===== src/design/pri_cfg.svh =====
`ifndef PRI_CFG_SVH
`define PRI_CFG_SVH
// Functional notes
// - fixed mode: signature looked for at one configured offset per stream
// - automatic mode: first signature block searched at any frame offset
// - second block sits twelve bytes back from the frame end
// - first block is 12 signature, 4 group id, 4 sequence bytes
// - frame counts as instrumented only when the signature is seen
// - group id and sequence number taken from bytes after the signature
// - integrity coverage starts at the byte right after the signature
// - checksum adjust bytes are never interpreted by this port
// - reflected packet carries swapped IP source and destination
// - reflected length, MACs and fill come from configuration
// - transmit timestamp copied unchanged into the reflected packet
// - reflected packet leaves through this port's transmit side
// - configured fill overwrites any group signature in the payload
// - four user counters count frames meeting trigger-style conditions
// - one receive counter per IP quality-of-service value, eight total
// - IP, UDP and TCP checksums verified in hardware and counted
// - automatic mode also turns on sequence, latency, integrity, group rx

// ==========================================================
// register byte addresses
`define PRI_A_CTRL   12'h000
`define PRI_A_SIGOFF 12'h004
`define PRI_A_SIG0   12'h008
`define PRI_A_SIG1   12'h00c
`define PRI_A_SIG2   12'h010
`define PRI_A_RLEN   12'h014
`define PRI_A_DMACH  12'h018
`define PRI_A_DMACL  12'h01c
`define PRI_A_SMACH  12'h020
`define PRI_A_SMACL  12'h024
`define PRI_A_FILL   12'h028
`define PRI_A_ISTAT  12'h02c
`define PRI_A_IMASK  12'h030
`define PRI_A_UCSEL  12'h034
`define PRI_A_TRIG   12'h038
`define PRI_A_FGID   12'h03c
`define PRI_A_SEQ    12'h040
`define PRI_A_INFO   12'h044
`define PRI_A_CNT    6'h02
`define PRI_CNT_QOS  4'h4
// ==========================================================
// frame byte positions and lengths
`define PRI_SIG_LAST 16'h000b
`define PRI_FLD_LEN  4'h8
`define PRI_P_ETH0   16'h000c
`define PRI_P_ETH1   16'h000d
`define PRI_P_IP     16'h000e
`define PRI_P_SRC    16'h001a
`define PRI_P_L4     16'h0022
`define PRI_P_HLEN   16'h0014
`define PRI_P_MAC2   16'h000c
`define PRI_P_MAC1   16'h0006
`define PRI_BLK2_LEN 16'h000c
`define PRI_REFL_MIN 16'h002e
`define PRI_ETH_IP0  8'h08
`define PRI_ETH_IP1  8'h00
`define PRI_IP_VIHL  8'h45
`define PRI_PR_TCP   8'h06
`define PRI_PR_UDP   8'h11
`define PRI_CK_GOOD  16'hffff
`define PRI_CTRL_RST 32'h0000_0000
`endif


===== src/design/pri_pkg.sv =====
package pri_pkg;
  typedef struct packed {
    logic       valid;
    logic       eof;
    logic [7:0] data;
  } pri_rx_type;
  typedef struct packed {
    logic       valid;
    logic       last;
    logic [7:0] data;
  } pri_tx_type;
  typedef struct packed {
    logic        done;
    logic        instrumented;
    logic        fields_ok;
    logic [31:0] flow_group_id;
    logic [31:0] seq;
  } pri_result_type;
  typedef enum logic {
    PRI_IDLE = 1'b0,
    PRI_SEND = 1'b1
  } pri_state_type;
endpackage


===== src/design/pri_port_rx_instr.sv =====
// Chosen here: register access over APB and the address map.
`timescale 1ns/1ns
`include "pri_cfg.svh"
module pri_port_rx_instr (
  // clock and reset
  input  wire logic                    clock,
  input  wire logic                    nrst,
  // apb slave
  input  wire logic                    psel,
  input  wire logic                    penable,
  input  wire logic                    pwrite,
  input  wire logic [11:0]             paddr,
  input  wire logic [31:0]             pwdata,
  output logic      [31:0]             prdata,
  output logic                         pready,
  output logic                         pslverr,
  // receive byte stream
  input  wire pri_pkg::pri_rx_type     rx,
  // reflected packet stream
  output pri_pkg::pri_tx_type          tx,
  input  wire logic                    tx_ready,
  // results and events
  output pri_pkg::pri_result_type      result,
  output logic                         di_start,
  output logic      [15:0]             di_offset,
  output logic      [3:0]              func_en,
  output logic                         capture_trig,
  output logic                         irq
);
  function automatic logic [7:0] bsel(input logic [95:0] v,
                                      input logic [15:0] n);
    bsel = v[8*n[3:0] +: 8];
  endfunction
  function automatic logic [15:0] fold(input logic [31:0] a);
    logic [16:0] s;
    s = {1'b0, a[15:0]} + {1'b0, a[31:16]};
    fold = s[15:0] + {15'h0000, s[16]};
  endfunction

  // ==========================================================
  // configuration registers
  logic [31:0] ctrl_q, sigoff_q, rlen_q, fill_q, ucsel_q, trig_q;
  logic [95:0] sig_q;
  logic [47:0] dmac_q, smac_q;
  logic [3:0]  istat_q, imask_q;
  logic        wr;
  logic        auto_en, refl_en;

  assign wr      = psel & penable & pwrite;
  assign auto_en = ctrl_q[0];
  assign refl_en = ctrl_q[1];
  assign func_en = ctrl_q[5:2] | {4{auto_en}};

  always_ff @(posedge clock or negedge nrst) begin
    if (!nrst) begin
      ctrl_q   <= `PRI_CTRL_RST;
      sigoff_q <= `PRI_CTRL_RST;
      sig_q    <= {3{`PRI_CTRL_RST}};
      rlen_q   <= `PRI_CTRL_RST;
      dmac_q   <= 48'h0000_0000_0000;
      smac_q   <= 48'h0000_0000_0000;
      fill_q   <= `PRI_CTRL_RST;
      imask_q  <= 4'h0;
      ucsel_q  <= `PRI_CTRL_RST;
      trig_q   <= `PRI_CTRL_RST;
    end else if (wr) begin
      unique case (paddr)
        `PRI_A_CTRL:   ctrl_q          <= pwdata;
        `PRI_A_SIGOFF: sigoff_q        <= pwdata;
        `PRI_A_SIG0:   sig_q[95:64]    <= pwdata;
        `PRI_A_SIG1:   sig_q[63:32]    <= pwdata;
        `PRI_A_SIG2:   sig_q[31:0]     <= pwdata;
        `PRI_A_RLEN:   rlen_q          <= pwdata;
        `PRI_A_DMACH:  dmac_q[47:32]   <= pwdata[15:0];
        `PRI_A_DMACL:  dmac_q[31:0]    <= pwdata;
        `PRI_A_SMACH:  smac_q[47:32]   <= pwdata[15:0];
        `PRI_A_SMACL:  smac_q[31:0]    <= pwdata;
        `PRI_A_FILL:   fill_q          <= pwdata;
        `PRI_A_IMASK:  imask_q         <= pwdata[3:0];
        `PRI_A_UCSEL:  ucsel_q         <= pwdata;
        `PRI_A_TRIG:   trig_q          <= pwdata;
        default: ;
      endcase
    end
  end

  // ==========================================================
  // receive byte position and signature window
  logic [15:0] pos_q;
  logic [95:0] win_q, win;
  logic [7:0]  prev_q;
  logic        found_q, hit, instr_q, fok_q;
  logic [3:0]  fld_cnt_q;
  logic [63:0] fld_q;

  assign win = {win_q[87:0], rx.data};
  // full-pattern compare at every byte, only the first one counts
  assign hit = rx.valid && !found_q && win == sig_q
            && pos_q >= `PRI_SIG_LAST
            && (auto_en
                || pos_q == sigoff_q[15:0] + `PRI_SIG_LAST);

  always_ff @(posedge clock or negedge nrst) begin
    if (!nrst) begin
      pos_q  <= 16'h0000;
      win_q  <= 96'h0;
      prev_q <= 8'h00;
    end else if (rx.valid) begin
      pos_q  <= rx.eof ? 16'h0000 : pos_q + 16'h0001;
      win_q  <= win;
      prev_q <= rx.data;
    end
  end

  always_ff @(posedge clock or negedge nrst) begin
    if (!nrst) begin
      found_q   <= 1'b0;
      fld_cnt_q <= 4'h0;
      fld_q     <= 64'h0;
      instr_q   <= 1'b0;
      fok_q     <= 1'b0;
    end else if (rx.valid) begin
      if (hit) begin
        fld_cnt_q <= `PRI_FLD_LEN;
      end else if (fld_cnt_q != 4'h0) begin
        fld_q     <= {fld_q[55:0], rx.data};
        fld_cnt_q <= fld_cnt_q - 4'h1;
      end
      if (rx.eof) begin
        instr_q   <= found_q | hit;
        fok_q     <= found_q && fld_cnt_q == 4'h0;
        found_q   <= 1'b0;
        fld_cnt_q <= 4'h0;
      end else if (hit) begin
        found_q <= 1'b1;
      end
    end
  end

  always_ff @(posedge clock or negedge nrst) begin
    if (!nrst) begin
      di_start  <= 1'b0;
      di_offset <= 16'h0000;
    end else begin
      di_start <= hit & ~rx.eof;
      if (hit)
        di_offset <= pos_q + 16'h0001;
    end
  end

  // ==========================================================
  // IP header capture and checksum sums
  logic [7:0]  hdr_q [0:19];
  logic [95:0] blk2_q;
  logic        ipv4_q;
  logic [31:0] ips_q, l4s_q;
  logic [15:0] ip_end, word;
  logic [4:0]  hidx;
  logic        in_ip, in_ph, in_l4;

  assign word   = {prev_q, rx.data};
  assign hidx   = 5'(pos_q - `PRI_P_IP);
  assign ip_end = {hdr_q[2], hdr_q[3]} + `PRI_P_IP;
  assign in_ip  = pos_q >= `PRI_P_IP && pos_q < `PRI_P_L4;
  assign in_ph  = pos_q >= `PRI_P_SRC && pos_q < `PRI_P_L4;
  assign in_l4  = pos_q >= `PRI_P_L4 && pos_q < ip_end;

  always_ff @(posedge clock) begin
    if (rx.valid && in_ip)
      hdr_q[hidx] <= rx.data;
  end

  always_ff @(posedge clock or negedge nrst) begin
    if (!nrst) begin
      ipv4_q <= 1'b0;
      blk2_q <= 96'h0;
    end else if (rx.valid) begin
      if (pos_q == `PRI_P_ETH0)
        ipv4_q <= rx.data == `PRI_ETH_IP0;
      else if (pos_q == `PRI_P_ETH1 || pos_q == `PRI_P_IP)
        ipv4_q <= ipv4_q && rx.data == (pos_q == `PRI_P_IP ?
                                        `PRI_IP_VIHL : `PRI_ETH_IP1);
      else if (pos_q < `PRI_P_ETH0)
        ipv4_q <= 1'b0;
      if (rx.eof)
        blk2_q <= win;
    end
  end

  always_ff @(posedge clock or negedge nrst) begin
    if (!nrst) begin
      ips_q <= 32'h0000_0000;
      l4s_q <= 32'h0000_0000;
    end else if (rx.valid) begin
      if (pos_q == 16'h0000) begin
        ips_q <= 32'h0000_0000;
        l4s_q <= 32'h0000_0000;
      end else begin
        if (in_ip && pos_q[0])
          ips_q <= ips_q + {16'h0000, word};
        if ((in_ph || in_l4) && pos_q[0])
          l4s_q <= l4s_q + {16'h0000, word};
        else if (in_l4 && pos_q == ip_end - 16'h0001)
          l4s_q <= l4s_q + {16'h0000, rx.data, 8'h00};
      end
    end
  end

  // ==========================================================
  // end-of-frame results and counters
  logic        done_q;
  logic [7:0]  cond, proto;
  logic [31:0] l4tot;
  logic        ip_ok, l4_chk, l4_ok;
  logic [31:0] cnt_q [0:15];
  logic [31:0] fgid_q, seq_q;

  assign proto  = hdr_q[9];
  assign l4tot  = l4s_q + {24'h00_0000, proto}
                + {16'h0000, {hdr_q[2], hdr_q[3]} - `PRI_P_HLEN};
  assign ip_ok  = fold(ips_q) == `PRI_CK_GOOD;
  assign l4_chk = ipv4_q && (proto == `PRI_PR_TCP || proto == `PRI_PR_UDP);
  assign l4_ok  = fold(l4tot) == `PRI_CK_GOOD;
  // shared condition vector for user counters and capture trigger
  assign cond = {refl_en & ipv4_q, l4_chk & ~l4_ok, l4_chk & l4_ok,
                 ipv4_q & ~ip_ok, ipv4_q & ip_ok, ipv4_q, instr_q, 1'b1};

  always_ff @(posedge clock or negedge nrst) begin
    if (!nrst) begin
      done_q       <= 1'b0;
      capture_trig <= 1'b0;
    end else begin
      done_q       <= rx.valid & rx.eof;
      capture_trig <= done_q && (cond & trig_q[7:0]) != 8'h00;
    end
  end

  always_ff @(posedge clock or negedge nrst) begin
    if (!nrst) begin
      for (int i = 0; i < 16; i++)
        cnt_q[i] <= 32'h0000_0000;
    end else begin
      // software may preset a counter; a same-cycle count wins
      if (wr && paddr[11:6] == `PRI_A_CNT)
        cnt_q[paddr[5:2]] <= pwdata;
      if (done_q) begin
        for (int i = 0; i < 4; i++)
          if ((cond & ucsel_q[8*i +: 8]) != 8'h00)
            cnt_q[i] <= cnt_q[i] + 32'h0000_0001;
        // precedence 0..7 lands on counters 4..11, clear of user counters
        if (ipv4_q)
          cnt_q[`PRI_CNT_QOS + {1'b0, hdr_q[1][7:5]}] <=
            cnt_q[`PRI_CNT_QOS + {1'b0, hdr_q[1][7:5]}]
            + 32'h0000_0001;
        if (ipv4_q)
          cnt_q[ip_ok ? 12 : 13] <= cnt_q[ip_ok ? 12 : 13]
                                  + 32'h0000_0001;
        if (l4_chk)
          cnt_q[l4_ok ? 14 : 15] <= cnt_q[l4_ok ? 14 : 15]
                                  + 32'h0000_0001;
      end
    end
  end

  always_ff @(posedge clock or negedge nrst) begin
    if (!nrst) begin
      fgid_q <= 32'h0000_0000;
      seq_q  <= 32'h0000_0000;
      result <= '0;
    end else begin
      result.done <= done_q;
      if (done_q) begin
        result.instrumented <= instr_q;
        result.fields_ok    <= fok_q;
        if (fok_q) begin
          fgid_q               <= fld_q[63:32];
          seq_q                <= fld_q[31:0];
          result.flow_group_id <= fld_q[63:32];
          result.seq           <= fld_q[31:0];
        end
      end
    end
  end

  // ==========================================================
  // reflection transmitter
  pri_pkg::pri_state_type state_q;
  logic [7:0]  thdr_q [0:19];
  logic [95:0] tblk2_q;
  logic [15:0] tlen_q, tpos_q, hi;
  logic [7:0]  tb;
  logic        start, drop, sent, tload;

  assign start = done_q & refl_en & ipv4_q;
  assign drop  = start && state_q == pri_pkg::PRI_SEND;
  assign tload = state_q == pri_pkg::PRI_SEND && (!tx.valid || tx_ready);
  assign sent  = tload && tpos_q == tlen_q - 16'h0001;
  assign hi    = tpos_q - `PRI_P_IP;

  always_comb begin
    if (tpos_q < `PRI_P_MAC1)
      tb = bsel({48'h0, dmac_q}, `PRI_P_MAC1 - 16'h0001 - tpos_q);
    else if (tpos_q < `PRI_P_MAC2)
      tb = bsel({48'h0, smac_q}, `PRI_P_MAC2 - 16'h0001 - tpos_q);
    else if (tpos_q == `PRI_P_ETH0)
      tb = `PRI_ETH_IP0;
    else if (tpos_q == `PRI_P_ETH1)
      tb = `PRI_ETH_IP1;
    else if (tpos_q < `PRI_P_L4)
      // address words swapped: header offsets 12..15 and 16..19
      tb = thdr_q[(hi >= 16'h000c) ? 5'(hi ^ 16'h001c) : hi[4:0]];
    else if (tpos_q < tlen_q - `PRI_BLK2_LEN)
      // fill replaces any group signature in the payload area
      tb = bsel({64'h0, fill_q}, {14'h0000, ~tpos_q[1:0]});
    else
      tb = bsel(tblk2_q, tlen_q - 16'h0001 - tpos_q);
  end

  always_ff @(posedge clock) begin
    if (start && state_q == pri_pkg::PRI_IDLE)
      for (int i = 0; i < 20; i++)
        thdr_q[i] <= hdr_q[i];
  end

  always_ff @(posedge clock or negedge nrst) begin
    if (!nrst) begin
      state_q <= pri_pkg::PRI_IDLE;
      tblk2_q <= 96'h0;
      tlen_q  <= `PRI_REFL_MIN;
      tpos_q  <= 16'h0000;
      tx      <= '0;
    end else begin
      unique case (state_q)
        pri_pkg::PRI_IDLE: begin
          if (tx_ready)
            tx.valid <= 1'b0;
          if (start) begin
            state_q <= pri_pkg::PRI_SEND;
            tblk2_q <= blk2_q;
            tlen_q  <= rlen_q[15:0] < `PRI_REFL_MIN ?
                       `PRI_REFL_MIN : rlen_q[15:0];
            tpos_q  <= 16'h0000;
          end
        end
        pri_pkg::PRI_SEND: begin
          if (tload) begin
            tx.valid <= 1'b1;
            tx.data  <= tb;
            tx.last  <= sent;
            tpos_q   <= tpos_q + 16'h0001;
            if (sent)
              state_q <= pri_pkg::PRI_IDLE;
          end
        end
      endcase
    end
  end

  // ==========================================================
  // interrupts: set wins over a same-cycle clear
  logic [3:0] ev;
  assign ev  = {done_q & ipv4_q & ~ip_ok, drop, sent, done_q & instr_q};
  assign irq = (istat_q & imask_q) != 4'h0;

  always_ff @(posedge clock or negedge nrst) begin
    if (!nrst)
      istat_q <= 4'h0;
    else
      istat_q <= ev | (istat_q & ~((wr && paddr == `PRI_A_ISTAT) ?
                                   pwdata[3:0] : 4'h0));
  end

  // ==========================================================
  // apb read path, zero wait states
  logic [31:0] rd;
  logic        hit_a;

  always_comb begin
    hit_a = 1'b1;
    unique case (paddr)
      `PRI_A_CTRL:   rd = ctrl_q;
      `PRI_A_SIGOFF: rd = sigoff_q;
      `PRI_A_SIG0:   rd = sig_q[95:64];
      `PRI_A_SIG1:   rd = sig_q[63:32];
      `PRI_A_SIG2:   rd = sig_q[31:0];
      `PRI_A_RLEN:   rd = rlen_q;
      `PRI_A_DMACH:  rd = {16'h0000, dmac_q[47:32]};
      `PRI_A_DMACL:  rd = dmac_q[31:0];
      `PRI_A_SMACH:  rd = {16'h0000, smac_q[47:32]};
      `PRI_A_SMACL:  rd = smac_q[31:0];
      `PRI_A_FILL:   rd = fill_q;
      `PRI_A_ISTAT:  rd = {28'h000_0000, istat_q};
      `PRI_A_IMASK:  rd = {28'h000_0000, imask_q};
      `PRI_A_UCSEL:  rd = ucsel_q;
      `PRI_A_TRIG:   rd = trig_q;
      `PRI_A_FGID:   rd = fgid_q;
      `PRI_A_SEQ:    rd = seq_q;
      `PRI_A_INFO:   rd = {di_offset, 7'h00, state_q, func_en,
                           1'b0, ipv4_q, fok_q, instr_q};
      default: begin
        hit_a = paddr[11:6] == `PRI_A_CNT;
        rd    = hit_a ? cnt_q[paddr[5:2]] : 32'h0000_0000;
      end
    endcase
  end

  assign pready  = psel & penable;
  assign pslverr = psel & penable & ~hit_a;

  always_ff @(posedge clock or negedge nrst) begin
    if (!nrst)
      prdata <= 32'h0000_0000;
    else if (psel & ~penable & ~pwrite)
      prdata <= rd;
  end
endmodule


===== config.mk =====
export PLATFORM = sky130hd
export DESIGN_NAME = pri_port_rx_instr
export DESIGN_NICKNAME = d
export VERILOG_FILES = /design/src/design/pri_pkg.sv /design/src/design/pri_port_rx_instr.sv
export VERILOG_INCLUDE_DIRS = /design/src /design/src/design
export SDC_FILE = /design/constraint.sdc
export NUM_CORES = 2
export LEC_CHECK = 0
export BUFFER_PORTS_ARGS = -buffer_cell sky130_fd_sc_hd__buf_2
export CELL_PAD_IN_SITES_DETAIL_PLACEMENT = 1
export CELL_PAD_IN_SITES_GLOBAL_PLACEMENT = 1
export CORE_UTILIZATION = 41
export CTS_CLUSTER_SIZE = 8
export DETAILED_ROUTE_END_ITERATION = 8
export GPL_TIMING_DRIVEN = 0
export PLACE_DENSITY = 0.71
export RECOVER_POWER = 100
export SKIP_LAST_GASP = 1
export SLEW_MARGIN = 20
export SYNTH_ARGS = -nofsm -noshare
export SYNTH_HDL_FRONTEND = slang
export SYNTH_SLANG_ARGS = --single-unit

===== constraint.sdc =====
create_clock -name clock -period 21.9 [get_ports clock]
set_input_delay 6.57 -clock clock [delete_from_list [all_inputs] [get_ports clock]]
set_output_delay 6.57 -clock clock [all_outputs]
set_load 0.02 [all_outputs]

Word level (Yosys, flattened, before mapping)
Memory sizes are Yosys's and may differ from the RTL's.
Index checks and enable logic that the tools add are counted.
{"block": "classes", "bitwise_logic": 42, "reduce_logical": 74, "shift": 4, "eq_ne": 36, "muxes": 82, "n_addsub": 31, "order_cmp": 21}
{"operator": "two-way mux 512 bit", "count": 7}
{"operator": "bitwise mux 512 bit", "count": 4}
{"operator": "two-way mux 32 bit", "count": 26}
{"operator": "one-hot mux 32 bit (18 select lines)", "count": 1}
{"operator": "binary-select mux 32 bit (select 4 bit)", "count": 4}
{"operator": "demux 32 bit (select 4 bit)", "count": 4}
{"operator": "variable part select 96 x 8 -> 8 bit", "count": 3}
{"operator": "adder 32 x 1 -> 32 bit (second input constant)", "count": 7}
{"operator": "adder 32 x 16 -> 32 bit", "count": 4}
{"operator": "== test 12 x 6 -> 1 bit (second input constant)", "count": 8}
{"operator": "== test 96 bit", "count": 1}
{"operator": "variable part select 96 x 6 -> 8 bit", "count": 1}
{"operator": "== test 16 x 4 -> 1 bit (second input constant)", "count": 5}
{"operator": ">= comparator 32 x 5 -> 1 bit (second input constant)", "count": 2}
{"operator": "< comparator 32 x 1 -> 1 bit (second input constant)", "count": 2}
{"operator": "two-way mux 16 bit", "count": 4}
{"operator": "NOT 4 -> 32 bit", "count": 2}
{"operator": "AND reduction 2 bit", "count": 25}
{"operator": "== test 12 x 5 -> 1 bit (second input constant)", "count": 4}
{"operator": "== test 16 bit", "count": 3}
{"operator": ">= comparator 16 x 4 -> 1 bit (second input constant)", "count": 3}
{"operator": "< comparator 16 x 6 -> 1 bit (second input constant)", "count": 3}
{"operator": "two-way mux 8 bit", "count": 6}
{"operator": "bitwise AND 8 bit", "count": 5}
{"operator": "60 further kinds", "count": 156}
{"block": "totals", "output_inout_bits": 134, "mem_count": 2, "register_bits": 1505, "in_bits": 60, "ramBits": 320, "wordCells": 352}
{"memory": "hdr_q", "depth": 20, "width": 8, "rd": 20, "rd_clocked_by_memory_dff": 0, "wr": 1, "line_no": "pri_port_rx_instr.sv:153", "rtl": "logic [7:0] hdr_q [0:19];"}
{"memory": "thdr_q", "depth": 20, "width": 8, "rd": 1, "rd_clocked_by_memory_dff": 0, "wr": 20, "line_no": "pri_port_rx_instr.sv:288", "rtl": "logic [7:0] thdr_q [0:19];"}

Logic depth before layout (Yosys ltp)
An unclocked memory read counts as a cell.
{"block": "logic_depth", "word_depth": 21, "depth_mapped": 47, "ltp_nobuf": 44}

Worst setup path after synthesis
No wires, ideal clock.
{"block": "synth_timing", "path_type": "input to output", "from": "in paddr[9]", "to": "out pslverr", "required_time_ps": 15330, "n_path_buf": 2, "cell_stages": 7, "path_slack_ps": 6805, "t_arrival_ps": 8525, "cell_sequence": "nor4_1 -> nand3_1 -> nor2_1 -> clkbuf_1 -> buf_1 -> nor4_1 -> and3_1"}
{"block": "synth_via", "elab_chain_cells": 5, "elab_cells_between_ends": 23, "classes_between": "eq/ne (18); mux (1); bitwise (2); reduce/logical (2)"}
{"element": "from (decl)", "line_no": "pri_port_rx_instr.sv:12", "rtl": "input wire logic [11:0] paddr,"}
{"element": "== test 12 x 6 -> 1 bit, or another cell as far along", "line_no": "pri_port_rx_instr.sv:380", "rtl": "unique case (paddr)"}
{"element": "OR reduction 18 bit (no source line)"}
{"element": "two-way mux 1 bit *", "line_no": "pri_port_rx_instr.sv:380"}
{"element": "NOT 1 bit *", "line_no": "pri_port_rx_instr.sv:408", "rtl": "assign pslverr = psel & penable & ~hit_a;"}
{"element": "bitwise AND 1 bit *", "line_no": "pri_port_rx_instr.sv:408"}
{"element": "to (decl)", "line_no": "pri_port_rx_instr.sv:16", "rtl": "output logic pslverr,"}
Mark *: on every way between the ends. The rest lies on a longest branch, timed or not.

Worst setup path after layout
{"block": "layout_timing", "from": "in paddr[1]", "to": "out pslverr"}
{"block": "layout_via", "elab_chain_cells": 5, "elab_cells_between_ends": 22, "classes_between": "eq/ne (17); mux (1); bitwise (2); reduce/logical (2)"}
{"element": "== test 12 x 6 -> 1 bit, or another cell as far along", "line_no": "pri_port_rx_instr.sv:380"}
{"element": "OR reduction 18 bit (no source line) *"}
{"element": "two-way mux 1 bit *", "line_no": "pri_port_rx_instr.sv:380"}
{"element": "NOT 1 bit *", "line_no": "pri_port_rx_instr.sv:408"}
{"element": "bitwise AND 1 bit *", "line_no": "pri_port_rx_instr.sv:408"}
Marks and branches as above.

==> report_table.html <==
<table>
<tr><th>Metric</th><th>Value</th></tr>
<tr><th colspan="2">Place</th></tr>
<tr><td>Post-detailed-placement cell area</td><td>0.104 sq mm</td></tr>
<tr><td>Sum of net half-perimeters after detailed placement</td><td>about 350 mm</td></tr>
<tr><td>Routability congestion estimate from global placement</td><td>between 1 and 1.5</td></tr>
<tr><td>IO buf count</td><td>approximately 170</td></tr>
<tr><th colspan="2">Clock tree</th></tr>
<tr><td>Num CTS Buffers</td><td>about 280</td></tr>
<tr><td>CTS H-Tree Depth</td><td>5</td></tr>
<tr><td>Register clock-pin slew on the reported worst setup and hold paths</td><td>0.05 ns</td></tr>
<tr><td>Count of hold buffers inserted by post-cts repair</td><td>0</td></tr>
<tr><td>Max clock buf depth</td><td>4</td></tr>
<tr><td>Total number of clock tree sinks</td><td>between 1500 and 2000</td></tr>
<tr><td>TritonCTS clock tree</td><td>built</td></tr>
<tr><td>Root Buffer</td><td>sky130_fd_sc_hd__clkbuf_16</td></tr>
<tr><td>Worst-skew pair later-pin latency</td><td>0.96 ns</td></tr>
<tr><td>Buffers inserted by post-CTS timing repair</td><td>0</td></tr>
<tr><td>Number of instances resized during post-cts repair</td><td>0</td></tr>
<tr><th colspan="2">Timing</th></tr>
<tr><td>Hold WS</td><td>roughly 0.37 ns</td></tr>
<tr><td>Setup_tns</td><td>0 ns</td></tr>
<tr><td>Slew at the pin closest to its max-slew limit</td><td>~7 ns</td></tr>
<tr><td>Layout Skew</td><td>about 0.087 ns</td></tr>
<tr><td>Share of the cycle needed by the critical path after routing</td><td>78.1%</td></tr>
<tr><td>Final Hold Fails</td><td>0</td></tr>
<tr><td>Final Max Slew Viols</td><td>approximately 860</td></tr>
<tr><td>Relative slew margins</td><td>-371%</td></tr>
<tr><td>Unrepaired setup endpoints after global routing</td><td>false</td></tr>
<tr><td>Tmin final</td><td>~17 ns</td></tr>
<tr><td>Setup-violating endpoint count in the final report</td><td>0</td></tr>
<tr><td>Fmax</td><td>~58 MHz</td></tr>
<tr><th colspan="2">Drt</th></tr>
<tr><td>Routed length per placed instance</td><td>roughly 38 um</td></tr>
<tr><td>TritonRoute pass-1 iters</td><td>6</td></tr>
<tr><td>Count of vias placed by the detailed router</td><td>between 80000 and 90000</td></tr>
<tr><td>Total wire length</td><td>roughly 470 mm</td></tr>
<tr><td>First DRT Iteration DRCs</td><td>10500</td></tr>
<tr><td>Via/cell ratio</td><td>a little under 7</td></tr>
<tr><td>Post-route DRC violation count</td><td>0</td></tr>
<tr><td>Antenna violation net count after detailed routing</td><td>0</td></tr>
<tr><th colspan="2">Pwr</th></tr>
<tr><td>Maximum vdd ir drop</td><td>roughly 0.072 mV</td></tr>
<tr><td>Lkg Pwr</td><td>roughly 46 nW</td></tr>
<tr><td>PD cells</td><td>86.5 mW/mm^2</td></tr>
<tr><td>Post-layout total power</td><td>roughly 0.0096 W</td></tr>
<tr><th colspan="2">Synthesis</th></tr>
<tr><td>Post-Synthesis Mean Instance Area</td><td>11.1 sq um</td></tr>
<tr><td>Sequential fraction of the synthesis area</td><td>about half</td></tr>
<tr><td>Post-synthesis cell type with the largest combined area</td><td>sky130_fd_sc_hd__dfrtp_1</td></tr>
<tr><td>FFs w/ async S/R, synth</td><td>about 80%</td></tr>
<tr><td>Share of the synthesized area in the top cell type</td><td>between 30% and 40%</td></tr>
<tr><td>Main synth FF type</td><td>sky130_fd_sc_hd__dfrtp_1</td></tr>
<tr><td>Number of register bits inferred by synthesis</td><td>1817</td></tr>
<tr><td>Synth Instances</td><td>8819</td></tr>
<tr><td>Mapped Nets</td><td>a little over 9000</td></tr>
<tr><td>Top-count cell post-synth</td><td>sky130_fd_sc_hd__dfrtp_1</td></tr>
<tr><td>Number of synthesized flops with an enable pin</td><td>320</td></tr>
<tr><td>Syn. warnings</td><td>0</td></tr>
<tr><td>Synth Cell Area</td><td>0.0976 sq mm</td></tr>
<tr><td>Commonest cells in the netlist</td><td>sky130_fd_sc_hd__dfrtp_1, sky130_fd_sc_hd__nand2_1, sky130_fd_sc_hd__mux2_2, sky130_fd_sc_hd__clkbuf_1, sky130_fd_sc_hd__a21oi_1</td></tr>
<tr><td>Most area-consuming cells after synthesis</td><td>sky130_fd_sc_hd__dfrtp_1, sky130_fd_sc_hd__edfxtp_1, sky130_fd_sc_hd__mux2_2</td></tr>
<tr><td>Cell variety after synth</td><td>104</td></tr>
<tr><th colspan="2">Layout</th></tr>
<tr><td>Non-Filler Cell Area, Final</td><td>about 0.11 sq mm</td></tr>
<tr><td>Nets@finish</td><td>~9600</td></tr>
<tr><td>Layout cells sized above 1</td><td>between 10% and 20%</td></tr>
<tr><td>Area growth syn-to-layout</td><td>13.4%</td></tr>
<tr><th colspan="2">Floorplanning</th></tr>
<tr><td>Core region area</td><td>about 0.24 sq mm</td></tr>
<tr><td>Row count</td><td>roughly 180</td></tr>
<tr><td>Die span in y</td><td>490 um</td></tr>
<tr><td>DIE AREA</td><td>about 0.24 sq mm</td></tr>
<tr><td>Die X-Extent</td><td>between 400 and 500 um</td></tr>
<tr><td>I/O pin count</td><td>between 150 and 200</td></tr>
<tr><td>Initial core utilization</td><td>roughly two fifths</td></tr>
<tr><th colspan="2">GRT</th></tr>
<tr><td>Leftover overflow at the end of global routing</td><td>0</td></tr>
<tr><td>Met2 layer usage reported by global route</td><td>55.5%</td></tr>
<tr><td>Initial antenna violation count</td><td>60</td></tr>
<tr><td>Global routing met1 resource utilization</td><td>slightly below 50%</td></tr>
<tr><td>Wire length of the first global-routing pass</td><td>661 mm</td></tr>
<tr><td>Global-route layer with the greatest usage</td><td>met2</td></tr>
<tr><td>Vias in the first global route</td><td>approximately 85000</td></tr>
<tr><td>GR Util met3</td><td>12.3%</td></tr>
<tr><td>Total track usage</td><td>roughly two fifths</td></tr>
<tr><td>Pin count of the biggest net entering global routing</td><td>roughly 130</td></tr>
<tr><th colspan="2">Worst setup path</th></tr>
<tr><td>Maximum fanout count along the critical path</td><td>10</td></tr>
<tr><td>Start-to-end type of the worst setup path</td><td>primary input to primary output</td></tr>
<tr><td>Critical path endpoint category</td><td>primary output</td></tr>
<tr><td>Crit path arrival time</td><td>10.53 ns</td></tr>
<tr><td>Worst path required time</td><td>15.33 ns</td></tr>
<tr><td>CP startpoint kind</td><td>primary input</td></tr>
<tr><th colspan="2">Worst hold path</th></tr>
<tr><td>Type of the tightest min-delay check</td><td>flop to flop</td></tr>
<tr><th colspan="2">Status</th></tr>
<tr><td>Violations in the final reports</td><td>capacitance limit, slew limit</td></tr>
<tr><td>Result of the run</td><td>finished with violations</td></tr>
<tr><th colspan="2">Job</th></tr>
<tr><td>Number of maximum-capacitance constraint violations</td><td>21</td></tr>
</table>
[layer usage]
| layer | up-vias | wire, um |
|---|---|---|
| li1 | 33700 | - |
| met1 | 44100 | 177000 |
| met2 | 5433 | 200000 |
| met3 | 1519 | 53700 |
| met4 | 22 | 41100 |
| met5 | - | 490 |
[metrics by stage]
step / worst slack [ns] / util (%) / instances
5_1_grt: 2.71 / 46.9 / 12500
6_report: 4.80 / 46.9 / 12600
3_3_place_gp: -20.63 / 43.4 / 12100
3_5_place_dp: 5.09 / 43.9 / 12200
4_1_cts: 5.08 / 47.1 / 12500
2_1_floorplan: 6.81 / - / 8819
[critical path, cell delays in order]
cell                       delay [ns]
sky130_fd_sc_hd__buf_2           0.09
sky130_fd_sc_hd__nor2_1          0.84
sky130_fd_sc_hd__nand3_1         0.29
sky130_fd_sc_hd__nor2_1          0.79
sky130_fd_sc_hd__clkbuf_1        0.66
sky130_fd_sc_hd__clkbuf_1        0.65
sky130_fd_sc_hd__nor4_1          0.15
sky130_fd_sc_hd__and3_1          0.28
sky130_fd_sc_hd__clkbuf_1        0.20
[cell families after synthesis]
family | synth area share (%)
fa+ha+maj | 2.46
simple gates | 12.7
compound gates | 13.5
buf+inv | 3.05
flops | 48.2
mux | 16.9
xor+xnor | 3.15
[flip-flops by register name, indices dropped and copies added (netlist names), 64 cells and up]
signal,count
blk2_q,96
cnt_q,512
fld_q,64
hdr_q,160
sig_q,96
tblk2_q,96
thdr_q,160
win_q,88
[final timing paths]
kind                        startpoint           end  slack, ns  cells after the start
setup reg to reg           hdr_q[3][4]    cnt_q[413]       8.51                     35
setup / recovery              paddr[1]       pslverr       4.80                      9
max in group asynchronous         nrst     ips_q[20]       4.84                      2
hold reg to reg            hdr_q[8][0]  thdr_q[8][0]       0.37                      0
hold / removal             hdr_q[8][0]  thdr_q[8][0]       0.37                      0
min in group asynchronous         nrst   tblk2_q[36]       7.96                      1
[placed cells by master, fill, tap and decap left out, types with 197 or more instances in the layout]
cell                        Yosys  routed
sky130_fd_sc_hd__dfrtp_1     1493    1493
sky130_fd_sc_hd__nand2_1      977     977
sky130_fd_sc_hd__mux2_2       685     673
sky130_fd_sc_hd__clkbuf_1     485     667
sky130_fd_sc_hd__a21oi_1      471     471
sky130_fd_sc_hd__o21ai_0      440     442
sky130_fd_sc_hd__nor2_1       440     437
sky130_fd_sc_hd__mux4_2       320     320
sky130_fd_sc_hd__edfxtp_1     320     320
sky130_fd_sc_hd__clkbuf_16      0     283
sky130_fd_sc_hd__nand3_1      253     253
sky130_fd_sc_hd__xnor2_1      200     197
[final cells by class]
type | count | area (sq um)
fill | 25400 | 125000
multi-input combinational | 6226 | 47600
sequential | 1817 | 47100
clock buffer | 332 | 7300
tap | 3150 | 3940
buffer | 622 | 2510
timing repair buffer | 216 | 1480
inverter | 154 | 578
clock inverter | 11 | 155
antenna | 43 | 108
[power breakdown]
part | switching (W) | internal, W
Clock | 0.00160 | 0.00232
Sequential | 0.000306 | 0.00366
Combinational | 0.00106 | 0.000622
Power figures use the tool's default switching activity.
